===== src/shared/dcp_params.svh =====
/*
 Constants of the two-wire command port: address, register offsets, field
 positions and reset values. Assumes inclusion by bare name from design files.
*/
`ifndef DCP_PARAMS_SVH
`define DCP_PARAMS_SVH

// ----------------------------------------------------------------------------
// Addressing
// ----------------------------------------------------------------------------
`define DCP_ADDR_PREFIX 4'h9
`define DCP_BCAST_ADDR 7'h47
`define DCP_STRAP_GND 3'h0
`define DCP_STRAP_VDD 3'h1
`define DCP_STRAP_SDA 3'h2
`define DCP_STRAP_SCL 3'h3

// ----------------------------------------------------------------------------
// Register offsets, as carried in the low nibble of the command byte
// ----------------------------------------------------------------------------
`define DCP_OFS_SYNC 4'h2
`define DCP_OFS_PWDN 4'h3
`define DCP_OFS_GAIN 4'h4
`define DCP_OFS_TRIG 4'h5
`define DCP_OFS_CODE 4'h8

// ----------------------------------------------------------------------------
// Field positions and codes
// ----------------------------------------------------------------------------
`define DCP_SYNC_EN_BIT 0
`define DCP_REF_PD_BIT 8
`define DCP_OUT_PD_BIT 0
`define DCP_REF_DIV_BIT 8
`define DCP_GAIN_BIT 0
`define DCP_LOAD_BIT 4
`define DCP_SOFT_RESET_CODE 4'hA
`define DCP_TRIG_READ_MASK 16'hFFF0

// ----------------------------------------------------------------------------
// Reset values
// ----------------------------------------------------------------------------
`define DCP_RST_SYNC 16'h0000
`define DCP_RST_PWDN 16'h0000
`define DCP_RST_GAIN 16'h0001
`define DCP_RST_TRIG 16'h0000
`define DCP_RST_CODE 16'h0000

`endif


===== src/shared/dcp_pkg.sv =====
/*
 Types of the two-wire command port.
 Assumes nothing of its surroundings.
*/
package dcp_pkg;

	// ------------------------------------------------------------------------
	// Frame states, Gray coded along the write path
	// ------------------------------------------------------------------------
	typedef enum logic [2:0] {
		DCP_IDLE = 3'h0,
		DCP_ADDR = 3'h1,
		DCP_CMD = 3'h3,
		DCP_HIGH = 3'h2,
		DCP_LOW = 3'h6,
		DCP_TXH = 3'h7,
		DCP_TXL = 3'h5,
		DCP_IGNORE = 3'h4
	} dcp_state_t;

endpackage


===== src/dcp_i2c_port.sv =====
/*
 Two-wire target command port of a single-channel output converter: address
 match with strap decode, command and data bytes, five registers, readback.
 Assumes SCL and SDA are oversampled by MCLK far above the bus bit rate, and
 that an external open-drain pad resolves SDA from SDA_OUT and SDA_OE.
*/
`timescale 1ns/10ps
`include "dcp_params.svh"

module dcp_i2c_port import dcp_pkg::*; #(
	parameter int RESOLUTION = 16,
	parameter logic [15:0] CODE_RESET = `DCP_RST_CODE
)(
	// Clock and reset.
	input wire logic MCLK,
	input wire logic RESET_N,
	// Two-wire bus pins.
	input wire logic SCL,
	input wire logic SDA_IN,
	output logic SDA_OUT,
	output logic SDA_OE,
	// Address strap, tied to ground, supply, SDA or SCL.
	input wire logic ADDRESS_STRAP_PIN,
	// Analog control outputs.
	output logic [15:0] OUTPUT_CODE,
	output logic REFERENCE_POWER_DOWN,
	output logic OUTPUT_POWER_DOWN,
	output logic REFERENCE_HALF,
	output logic BUFFER_GAIN_TWO
);
	localparam logic [15:0] CODE_MASK = 16'(32'hFFFF << (16 - RESOLUTION));

	logic rst_meta, rst_n;
	logic scl_f, sda_f, strap_f, scl_d, sda_d;
	dcp_state_t state, next_state;
	logic [3:0] bit_cnt;
	logic [7:0] shreg, tx_byte, hi_byte;
	logic rw_q, m_ack, cmd_seen, sda_low;
	logic seen_hi, seen_lo, ne_sda;
	logic [3:0] ptr, last_wr;
	logic [15:0] sync_reg, pwdn_reg, gain_reg, trig_reg, code_buf;

	// ------------------------------------------------------------------------
	// Reset release and pin synchronisers
	// ------------------------------------------------------------------------
	// Reset asserts at once and releases through two flops.
	always_ff @(posedge MCLK or negedge RESET_N) begin
		if (!RESET_N) begin
			rst_meta <= 1'b0;
			rst_n <= 1'b0;
		end else begin
			rst_meta <= 1'b1;
			rst_n <= rst_meta;
		end
	end

	dcp_sync #(.WIDTH(3), .INIT(3'h7)) u_sync (
		.clk(MCLK),
		.rst_n(rst_n),
		.din({SCL, SDA_IN, ADDRESS_STRAP_PIN}),
		.dout({scl_f, sda_f, strap_f})
	);

	// ------------------------------------------------------------------------
	// Bus events
	// ------------------------------------------------------------------------
	// Edges and conditions are taken from the filtered levels only.
	wire scl_rise = scl_f & ~scl_d;
	wire scl_fall = ~scl_f & scl_d;
	wire start_ev = scl_f & scl_d & sda_d & ~sda_f;
	wire stop_ev = scl_f & scl_d & ~sda_d & sda_f;
	wire byte_end = scl_fall & (bit_cnt == 4'h8);
	wire ack_end = scl_fall & (bit_cnt == 4'h9);
	wire in_tx = (state == DCP_TXH) || (state == DCP_TXL);

	// Address and command decode.
	wire [2:0] strap_code = !seen_hi ? `DCP_STRAP_GND : !seen_lo ? `DCP_STRAP_VDD :
		!ne_sda ? `DCP_STRAP_SDA : `DCP_STRAP_SCL;
	wire [6:0] addr7 = shreg[7:1];
	wire gen_hit = addr7 == {`DCP_ADDR_PREFIX, strap_code};
	wire bc_hit = (addr7 == `DCP_BCAST_ADDR) && !shreg[0];
	wire addr_hit = gen_hit | bc_hit;
	wire [3:0] nib = shreg[3:0];
	wire cmd_ok = (shreg[7:4] == 4'h0) && (nib == `DCP_OFS_SYNC || nib == `DCP_OFS_PWDN ||
		nib == `DCP_OFS_GAIN || nib == `DCP_OFS_TRIG || nib == `DCP_OFS_CODE);

	// Write strobe at the falling edge closing the low byte acknowledge.
	wire wr_pulse = ack_end && (state == DCP_LOW);
	wire [15:0] wdata = {hi_byte, shreg};
	wire soft_rst = wr_pulse && (ptr == `DCP_OFS_TRIG) &&
		(shreg[3:0] == `DCP_SOFT_RESET_CODE);
	wire load_now = wr_pulse && (ptr == `DCP_OFS_TRIG) && wdata[`DCP_LOAD_BIT] &&
		sync_reg[`DCP_SYNC_EN_BIT];
	wire code_now = wr_pulse && (ptr == `DCP_OFS_CODE) && !sync_reg[`DCP_SYNC_EN_BIT];

	// Read source: commanded register, or the last one written.
	wire [3:0] rd_sel = cmd_seen ? ptr : last_wr;
	wire [15:0] rd_word = (rd_sel == `DCP_OFS_SYNC) ? sync_reg :
		(rd_sel == `DCP_OFS_PWDN) ? pwdn_reg :
		(rd_sel == `DCP_OFS_GAIN) ? gain_reg :
		(rd_sel == `DCP_OFS_TRIG) ? (trig_reg & `DCP_TRIG_READ_MASK) :
		code_buf;

	// ------------------------------------------------------------------------
	// Frame sequencing
	// ------------------------------------------------------------------------
	// Next state; an unmatched address or a bad command parks the frame.
	always_comb begin
		next_state = state;
		if (stop_ev) begin
			next_state = DCP_IDLE;
		end else if (start_ev) begin
			next_state = DCP_ADDR;
		end else if (byte_end && state == DCP_ADDR && !addr_hit) begin
			next_state = DCP_IGNORE;
		end else if (byte_end && state == DCP_CMD && !cmd_ok) begin
			next_state = DCP_IGNORE;
		end else if (ack_end) begin
			unique case (state)
				DCP_ADDR: next_state = rw_q ? DCP_TXH : DCP_CMD;
				DCP_CMD: next_state = DCP_HIGH;
				DCP_HIGH: next_state = DCP_LOW;
				DCP_LOW: next_state = DCP_HIGH;
				DCP_TXH: next_state = m_ack ? DCP_TXL : DCP_IGNORE;
				DCP_TXL: next_state = DCP_IGNORE;
				DCP_IDLE, DCP_IGNORE: next_state = state;
			endcase
		end
	end

	always_ff @(posedge MCLK or negedge rst_n) begin
		if (!rst_n) begin
			state <= DCP_IDLE;
			scl_d <= 1'b1;
			sda_d <= 1'b1;
			sda_low <= 1'b0;
		end else begin
			state <= next_state;
			scl_d <= scl_f;
			sda_d <= sda_f;
			sda_low <= 1'b0;
		end
	end

	// Bit counter and receive shifter; rising edges 1..8 carry data.
	always_ff @(posedge MCLK or negedge rst_n) begin
		if (!rst_n) begin
			bit_cnt <= 4'h0;
			shreg <= 8'h00;
			rw_q <= 1'b0;
			m_ack <= 1'b0;
		end else if (start_ev || ack_end) begin
			bit_cnt <= 4'h0;
		end else if (scl_rise && bit_cnt != 4'h9) begin
			bit_cnt <= bit_cnt + 4'h1;
			shreg <= (bit_cnt < 4'h8) ? {shreg[6:0], sda_f} : shreg;
			m_ack <= (bit_cnt == 4'h8) ? !sda_f : m_ack;
			rw_q <= (bit_cnt == 4'h7 && state == DCP_ADDR) ? sda_f : rw_q;
		end
	end

	// Strap watch across the address byte, decoded and latched at its end.
	// Strap and SDA pass one synchroniser, u_sync, bit by bit and may differ for a cycle
	// around an SDA edge, so they are compared only while SCL stands high.
	always_ff @(posedge MCLK or negedge rst_n) begin
		if (!rst_n) begin
			{seen_hi, seen_lo, ne_sda} <= 3'h0;
		end else if (start_ev) begin
			{seen_hi, seen_lo, ne_sda} <= 3'h0;
		end else if (state == DCP_ADDR && bit_cnt < 4'h8) begin
			seen_hi <= seen_hi | strap_f;
			seen_lo <= seen_lo | !strap_f;
			ne_sda <= ne_sda | (scl_f && scl_d && (strap_f != sda_f));
		end
	end

	// SDA drive: acknowledge after received bytes, data bits while sending.
	// Driving only on falling SCL keeps SDA stable through every high phase.
	always_ff @(posedge MCLK or negedge rst_n) begin
		if (!rst_n) begin
			SDA_OE <= 1'b0;
			tx_byte <= 8'h00;
		end else if (start_ev || stop_ev) begin
			SDA_OE <= 1'b0;
		end else if (byte_end) begin
			SDA_OE <= !in_tx && (next_state != DCP_IGNORE) && (state != DCP_IDLE);
		end else if (ack_end) begin
			tx_byte <= (next_state == DCP_TXH) ? rd_word[15:8] : rd_word[7:0];
			SDA_OE <= (next_state == DCP_TXH) ? !rd_word[15] :
				(next_state == DCP_TXL) ? !rd_word[7] : 1'b0;
		end else if (scl_fall && in_tx && bit_cnt < 4'h8 && bit_cnt != 4'h0) begin
			tx_byte <= {tx_byte[6:0], 1'b0};
			SDA_OE <= !tx_byte[6];
		end
	end

	assign SDA_OUT = sda_low;

	// ------------------------------------------------------------------------
	// Register file
	// ------------------------------------------------------------------------
	// Command pointer and the readback source bookkeeping.
	always_ff @(posedge MCLK or negedge rst_n) begin
		if (!rst_n) begin
			ptr <= `DCP_OFS_CODE;
			last_wr <= `DCP_OFS_CODE;
			cmd_seen <= 1'b0;
			hi_byte <= 8'h00;
		end else begin
			cmd_seen <= stop_ev ? 1'b0 : (ack_end && state == DCP_CMD) ? 1'b1 : cmd_seen;
			ptr <= (ack_end && state == DCP_CMD) ? shreg[3:0] : ptr;
			last_wr <= wr_pulse ? ptr : last_wr;
			hi_byte <= (ack_end && state == DCP_HIGH) ? shreg : hi_byte;
		end
	end

	// Configuration registers; the reset code restores every default.
	always_ff @(posedge MCLK or negedge rst_n) begin
		if (!rst_n) begin
			sync_reg <= `DCP_RST_SYNC;
			pwdn_reg <= `DCP_RST_PWDN;
			gain_reg <= `DCP_RST_GAIN;
			trig_reg <= `DCP_RST_TRIG;
		end else if (soft_rst) begin
			sync_reg <= `DCP_RST_SYNC;
			pwdn_reg <= `DCP_RST_PWDN;
			gain_reg <= `DCP_RST_GAIN;
			trig_reg <= `DCP_RST_TRIG;
		end else if (wr_pulse) begin
			sync_reg <= (ptr == `DCP_OFS_SYNC) ? wdata : sync_reg;
			pwdn_reg <= (ptr == `DCP_OFS_PWDN) ? wdata : pwdn_reg;
			gain_reg <= (ptr == `DCP_OFS_GAIN) ? wdata : gain_reg;
			trig_reg <= (ptr == `DCP_OFS_TRIG) ? wdata : trig_reg;
		end
	end

	// Pending and active output code, left aligned to the resolution.
	always_ff @(posedge MCLK or negedge rst_n) begin
		if (!rst_n) begin
			code_buf <= CODE_RESET & CODE_MASK;
			OUTPUT_CODE <= CODE_RESET & CODE_MASK;
		end else if (soft_rst) begin
			code_buf <= CODE_RESET & CODE_MASK;
			OUTPUT_CODE <= CODE_RESET & CODE_MASK;
		end else begin
			code_buf <= (wr_pulse && ptr == `DCP_OFS_CODE) ? (wdata & CODE_MASK) : code_buf;
			OUTPUT_CODE <= code_now ? (wdata & CODE_MASK) :
				load_now ? code_buf : OUTPUT_CODE;
		end
	end

	// Analog controls come straight from register bits.
	assign REFERENCE_POWER_DOWN = pwdn_reg[`DCP_REF_PD_BIT];
	assign OUTPUT_POWER_DOWN = pwdn_reg[`DCP_OUT_PD_BIT];
	assign REFERENCE_HALF = gain_reg[`DCP_REF_DIV_BIT];
	assign BUFFER_GAIN_TWO = gain_reg[`DCP_GAIN_BIT];
endmodule


===== src/dcp_sync.sv =====
/*
 Three-stage input synchroniser with agreement filter.
 Assumes asynchronous inputs and an active-low reset already in the clock domain.
*/
`timescale 1ns/10ps
module dcp_sync #(parameter int WIDTH = 1, parameter logic [WIDTH-1:0] INIT = '1)(
	// Clock and reset.
	input wire logic clk,
	input wire logic rst_n,
	// Raw and filtered levels.
	input wire logic [WIDTH-1:0] din,
	output logic [WIDTH-1:0] dout
);
	logic [WIDTH-1:0] ff1;
	logic [WIDTH-1:0] ff2;
	logic [WIDTH-1:0] ff3;
	logic [WIDTH-1:0] agree;

	// A bit moves only when the second and third stages agree, which hides
	// a single metastable resolution from the logic downstream.
	assign agree = ~(ff2 ^ ff3);

	always_ff @(posedge clk or negedge rst_n) begin
		if (!rst_n) begin
			ff1 <= INIT;
			ff2 <= INIT;
			ff3 <= INIT;
			dout <= INIT;
		end else begin
			ff1 <= din;
			ff2 <= ff1;
			ff3 <= ff2;
			dout <= (agree & ff3) | (~agree & dout);
		end
	end
endmodule


===== config.mk =====
export PLATFORM = sky130hd
export DESIGN_NAME = dcp_i2c_port
export DESIGN_NICKNAME = d
export VERILOG_FILES = /design/src/shared/dcp_pkg.sv /design/src/dcp_i2c_port.sv /design/src/dcp_sync.sv
export VERILOG_INCLUDE_DIRS = /design/src /design/src/shared
export SDC_FILE = /design/constraint.sdc
export NUM_CORES = 1
export LEC_CHECK = 0
export BUFFER_PORTS_ARGS = -buffer_cell sky130_fd_sc_hd__buf_4
export CORE_ASPECT_RATIO = 1.75
export CORE_MARGIN = 2
export CORE_UTILIZATION = 49
export DETAILED_ROUTE_END_ITERATION = 10
export PLACE_DENSITY = 0.76
export SETUP_SLACK_MARGIN = 0.02
export SYNTH_ARGS = -nofsm -noshare
export SYNTH_HDL_FRONTEND = slang
export SYNTH_SLANG_ARGS = --single-unit

===== constraint.sdc =====
create_clock -name MCLK -period 5.9 [get_ports MCLK]
set_input_delay 0 -clock MCLK [delete_from_list [all_inputs] [get_ports MCLK]]
set_output_delay 0 -clock MCLK [all_outputs]
set_load 0.02 [all_outputs]

* Yosys cells after proc, flatten, opt, wreduce, memory -nomap -nowiden
Index checks and enable logic that the tools add are counted.
** Storage, ports and cells
- Input port bits :: 5
- Logic and storage cells :: 208
- Latch bits :: 0
- Memories kept :: 0
- Bits in registers :: 157
- Bits in read-only memories :: 0
- Bits in writable memories :: 0
- Output and inout port bits :: 22
** Operators by class
- Div/mod/pow operators :: 0
- Reductions and logical operators :: 68
- Bitwise gates (word level) :: 26
- Magnitude comparators :: 1
- Mux-type cells :: 52
- Shift-type cells :: 0
- Multiply operators :: 0
- Equal/unequal tests :: 32
- Add/sub/neg operators :: 1
** Operators by type and width (count)
- 16-bit two-way mux :: 21
- 4-bit by 3-bit == test with 1-bit output (second input constant) :: 7
- 1-bit logical AND :: 25
- 4-bit by 2-bit == test with 1-bit output (second input constant) :: 6
- 7-bit two-way mux :: 3
- 4-bit == test (second input constant) :: 5
- 2-bit nonzero test :: 10
- 3-bit == test (second input constant) :: 6
- 3-bit two-way mux :: 6
- 3-bit one-hot mux with 6 select lines :: 1
- 1-bit two-way mux :: 16
- 4-bit two-way mux :: 3
- 3-bit AND reduction :: 4
- 1-bit logical NOT :: 10
- 1-bit bitwise AND :: 9
- 2-bit AND reduction :: 4
- 4-bit nonzero test :: 2
- 7-bit == test :: 1
- 7-bit == test (second input constant) :: 1
- 1-bit logical OR :: 7
- 1-bit NOT :: 7
- 3-bit bitwise AND :: 2
- 3-bit by 2-bit == test with 1-bit output (second input constant) :: 2
- 3-bit NOT :: 2
- other kinds (14) :: 20

* Logic depth before layout (Yosys ltp)
- Depth in word-level cells :: 18
- Gate-level depth with buffers :: 11
- Mapped depth without buffers :: 9

* By module
A second synthesis with hierarchy kept.
** Second synthesis, totals
- Cell total of the unflattened synthesis :: 705
- Area, all modules :: 7493.4 um^2
** By module, submodules not included
- dcp_i2c_port :: area an instance 7144.4 um^2, instances 1, sequential area each 3534.6 um^2, cells each 690
- dcp_sync :: area an instance 349.1 um^2, instances 1, sequential area each 315.3 um^2, cells each 15

* Worst setup path before layout
No wires, ideal clock.
- Kind :: reg-to-reg
- Start point :: register bit_cnt[1]
- End point :: register sync_reg[0]
- Period minus slack after synthesis :: 2383 ps
- Stages on the path, launching flop included :: 10
- Arrival time :: 2259 ps
- Slack :: 3517 ps
- Data required time :: 5775 ps
- Path through :: dfrtp_1 inv_1 ha_1 and3b_1 nand2_1 nor2_2 nand3_1 or2_2 nand2_1 mux2_2
** Between the ends
- Word-level cells in the longest chain between the ends :: 7
- Elaborated cells between the ends (all ways) :: 9
** Ends and longest elaborated chain
- start, declared :: line dcp_i2c_port.sv:36 : logic [3:0] bit_cnt;
- start signal, assigned :: line dcp_i2c_port.sv:155 : bit_cnt <= bit_cnt + 4'h1;
- 4-bit == test * :: line dcp_i2c_port.sv:73 : wire ack_end = scl_fall & (bit_cnt == 4'h9);
- 1-bit bitwise AND * :: line dcp_i2c_port.sv:73
- 1-bit logical AND * :: line dcp_i2c_port.sv:88 : wire wr_pulse = ack_end && (state == DCP_LOW);
- 1-bit logical AND (2 in series) :: line dcp_i2c_port.sv:90 : wire soft_rst = wr_pulse && (ptr == `DCP_OFS_TRIG) &&
- 2-bit nonzero test (no source line)
- 2-bit AND reduction (no source line)
- end signal, assigned :: line dcp_i2c_port.sv:220 : sync_reg <= `DCP_RST_SYNC;
- end signal, assigned :: line dcp_i2c_port.sv:225 : sync_reg <= `DCP_RST_SYNC;
- end signal, assigned :: line dcp_i2c_port.sv:230 : sync_reg <= (ptr == `DCP_OFS_SYNC) ? wdata : sync_reg;
- end, declared :: line dcp_i2c_port.sv:41 : logic [15:0] sync_reg, pwdn_reg, gain_reg, trig_reg, code_buf;
Mark *: on every way between the ends. The rest lies on a longest branch, timed or not.
A chain may end at the register's enable or synchronous reset.

* Final worst setup path
- Start point :: register bit_cnt[1]
- End point :: register OUTPUT_CODE[3]
** Between the ends
- Word-level cells in the longest chain between the ends :: 7
- Elaborated cells between the ends (all ways) :: 12
** Ends and longest elaborated chain
- 4-bit == test * :: line dcp_i2c_port.sv:73
- 1-bit bitwise AND * :: line dcp_i2c_port.sv:73
- 1-bit logical AND * :: line dcp_i2c_port.sv:88
- 1-bit logical AND (on tied branches) :: line dcp_i2c_port.sv:94, dcp_i2c_port.sv:90, dcp_i2c_port.sv:92
- 1-bit logical AND (on tied branches) :: line dcp_i2c_port.sv:94, dcp_i2c_port.sv:92
- 16-bit two-way mux or 1-bit logical AND (tied branches) :: line dcp_i2c_port.sv:247, dcp_i2c_port.sv:92
- 16-bit two-way mux or 3-bit nonzero test (tied branches)
- end signal, assigned :: line dcp_i2c_port.sv:241 : OUTPUT_CODE <= CODE_RESET & CODE_MASK;
- end signal, assigned :: line dcp_i2c_port.sv:244 : OUTPUT_CODE <= CODE_RESET & CODE_MASK;
- end signal, assigned :: line dcp_i2c_port.sv:247 : OUTPUT_CODE <= code_now ? (wdata & CODE_MASK) :
- end, declared :: line dcp_i2c_port.sv:25 : output logic [15:0] OUTPUT_CODE,
Marked as above.

==> results.md <==
* Clock share of power at 42.4%
* Fillers at 1269
* Fin. Hold Viols at 0
* Vias at 5966
* Setup Total Neg Slack at 0 ns
* CTS Buffer Depth at 2
* Worst Hold Launch: SCL
* Critical Path Source Type: register
* Most frequent cell after synthesis: nand2_1
* Nets at 774
* Share of layout cells above drive strength 1 at 16.9%
* Global route total overflow at 0
* Post-Place Cells at 925
* Area Growth Syn to Fin at 12.9%
* Relative slew slack at 31.3%
* Skew final at 0.0112 ns
* Synth Area per Inst at 9.55 sq um
* IR drop worst, VDD at 0.218 mV
* Total CTS buffers at 17
* Vias per cell at 6.20
* Share of the synthesized area in the top cell type at 46.6%
* Power Total at 2.78 mW
* Die X at 96.3 microns
* Cell Rows at 59
* Overall die area at 15900 sq um
* Gr usage total at 27.4%
* Final min period at 3.46 ns
* Sw Pwr at 0.796 mW
* Worst-skew pair later-pin latency at 0.42 ns
* Synthesized net count at 772
* Clk Tree Root Cell: clkbuf_16
* Setup crit end kind: register
* # Post-CTS Setup Buffers at 0
* Clock slew at reported path FFs at 0.06 ns
* Initial drt markers at 520
* Logic pwr share at 10.0%
* Design area at 8240 sq um
* Number of synthesized register bits at 153
* Placed Area at 7550 sq um
* Lkg Pwr at 3.50 nW
* Largest net degree at the start of global routing at 58
* Hold-critical path endpoint: u_sync.ff1[2]
* Hold Crit Class: primary input to register
* Worst setup path class: register to register
* CTS tree: yes
* Die height at 165 microns
* Crit path arrival time at 3.72 ns
* Tcrit/Tclk final at 58.7%
* Hpwl dp at 14000 microns
* Hold Buf Count CTS at 5
* Worst r2r path cells at 10
* Final RePlAce weighted congestion at 0.924
* CTS-repair resized insts at 0
* Reg2reg setup slack at 2.44 ns
* Achievable Freq at 289 MHz
* Pwr dens at 337 nW/um^2
* Clk sink count at 153
* FF-to-FF Start: bit_cnt[1]
* Wire per inst at 21.4 microns
* Synth async-reset ratio at 100%
* Dominant synthesized flop cell: dfrtp_1
* Antenna viol nets, final at 0
* Synth top area cells: dfrtp_1, nand2_1, dfstp_2
* Vias in the first global route at 5889
* Hold depth at 2
* Multi-input gate area in the final layout at 3160 sq um
* Antenna cells at 0
* Non-Filler Instances at 962
* Worst-Margin Slew at 1.03 ns
* Int Pwr at 1.98 mW
* Drt drc at 0
* Yosys cell types at 68
* Routed WL at 20600 microns
* Starting Density at 49.7%
* Cell area after synthesis at 7300 sq um
* Ranking of synthesized cells by instance count: nand2_1, dfrtp_1, a21oi_1
* Initial antenna violation count at 0
* Final slew viol count at 0
* Cell taking the most area after synthesis: dfrtp_1
* First-pass GRT wire length at 32200 microns
* IO Count at 27
* RSZ-0062 raised after global routing: false
* Port Buffers at 25
* CP required at 6.16 ns
* Seq pwr share at 47.7%
* WHS at 0.246 ns
* Max_cap viols at 0
* Part of the Yosys area used for sequential elements at 52.8%
* Post-synth EDFFs at 0
* First-pass DRT Iterations at 6
* Critical path launch point: bit_cnt[1]
* Reg2reg end: OUTPUT_CODE[3]
* Yosys warnings at 0
* Status: finished, final reports clean
* Post-synthesis cell count at 764
* Sw Ratio at 28.6%
* Endpoints failing setup at 0
* Crit Path Max Fanout at 26
* CTS H-Tree Depth at 4
* Seq. cell area at 3850 sq um
* Core Area at 14700 sq um
## power by group through the flow
stage                     Clock, mW  Sequential, mW  Combinational, mW
final                          1.18            1.32              0.276
after global routing           1.23            1.34              0.309
after detailed placement          0            1.33              0.268
after floorplan                   0            1.21              0.273
after CTS                      1.18            1.31              0.273
after global placement            0            1.33              0.260
## logic make-up after synthesis
logic type	synth area share [%]
simple gates	17.9
compound gates	15.8
flops	52.8
buf+inv	3.96
mux	8.28
fa+ha+maj	0.926
other cells	0.103
xor+xnor	0.240
## layout by cell type (no fill, tap or decap), types with 6 or more instances in the layout
cell and n:
a21oi_1 62, a31oi_1 9, buf_4 35, clkbuf_16 17, dfrtp_1 135, dfstp_2 17, inv_1 10, mux2_2 27
mux2i_1 30, nand2_1 165, nand3_1 26, nor2_1 37, nor3_1 11, o211ai_1 8, o21ai_0 52, o21ai_1 12
o221ai_1 7, o22ai_1 14, or2_2 6
## stage by stage
step                      utilization, %  setup slack, ns
after floorplan                        -             1.35
after global placement              51.4             2.51
after detailed placement            51.4             2.47
after CTS                           56.1             2.44
after global routing                56.1             2.14
final                               56.1             2.44
## critical path, stage by stage (launching register included)
cell	delay (ns)
dfrtp_1	0.42
inv_1	0.09
ha_1	0.20
and3b_1	0.24
nand2_1	0.23
nor2_2	0.38
nand3_1	0.12
buf_4	0.24
nor2_4	0.43
or2_0	0.72
o21ai_0	0.21
## cell type report
cell class / instances / share of cell area [%]
clock buffers: 20 / 5.54
repair buffers: 40 / 3.80
multi-input cells: 544 / 38.4
well taps: 183 / 2.78
clock inverters: 12 / 2.26
inverters: 10 / 0.456
flip-flops and latches: 153 / 46.8
## layer usage
layer / wire (microns) / GRT usage, %
met3: 1160 / 6.31
met1: 7170 / 29.3
met4: 1870 / 23.1
met5: 0 / 0
met2: 10400 / 44.4
## worst max path at each step
stage | to | slack [ns] | cells after the start
2_1_floorplan | OUTPUT_CODE[0] | 1.35 | 0
3_3_place_gp | OUTPUT_CODE[3] | 2.51 | 10
3_5_place_dp | OUTPUT_CODE[3] | 2.47 | 10
4_1_cts | OUTPUT_CODE[3] | 2.44 | 10
5_1_grt | OUTPUT_CODE[5] | 2.14 | 10
6_report | OUTPUT_CODE[3] | 2.44 | 10
Power figures use the tool's default switching activity.
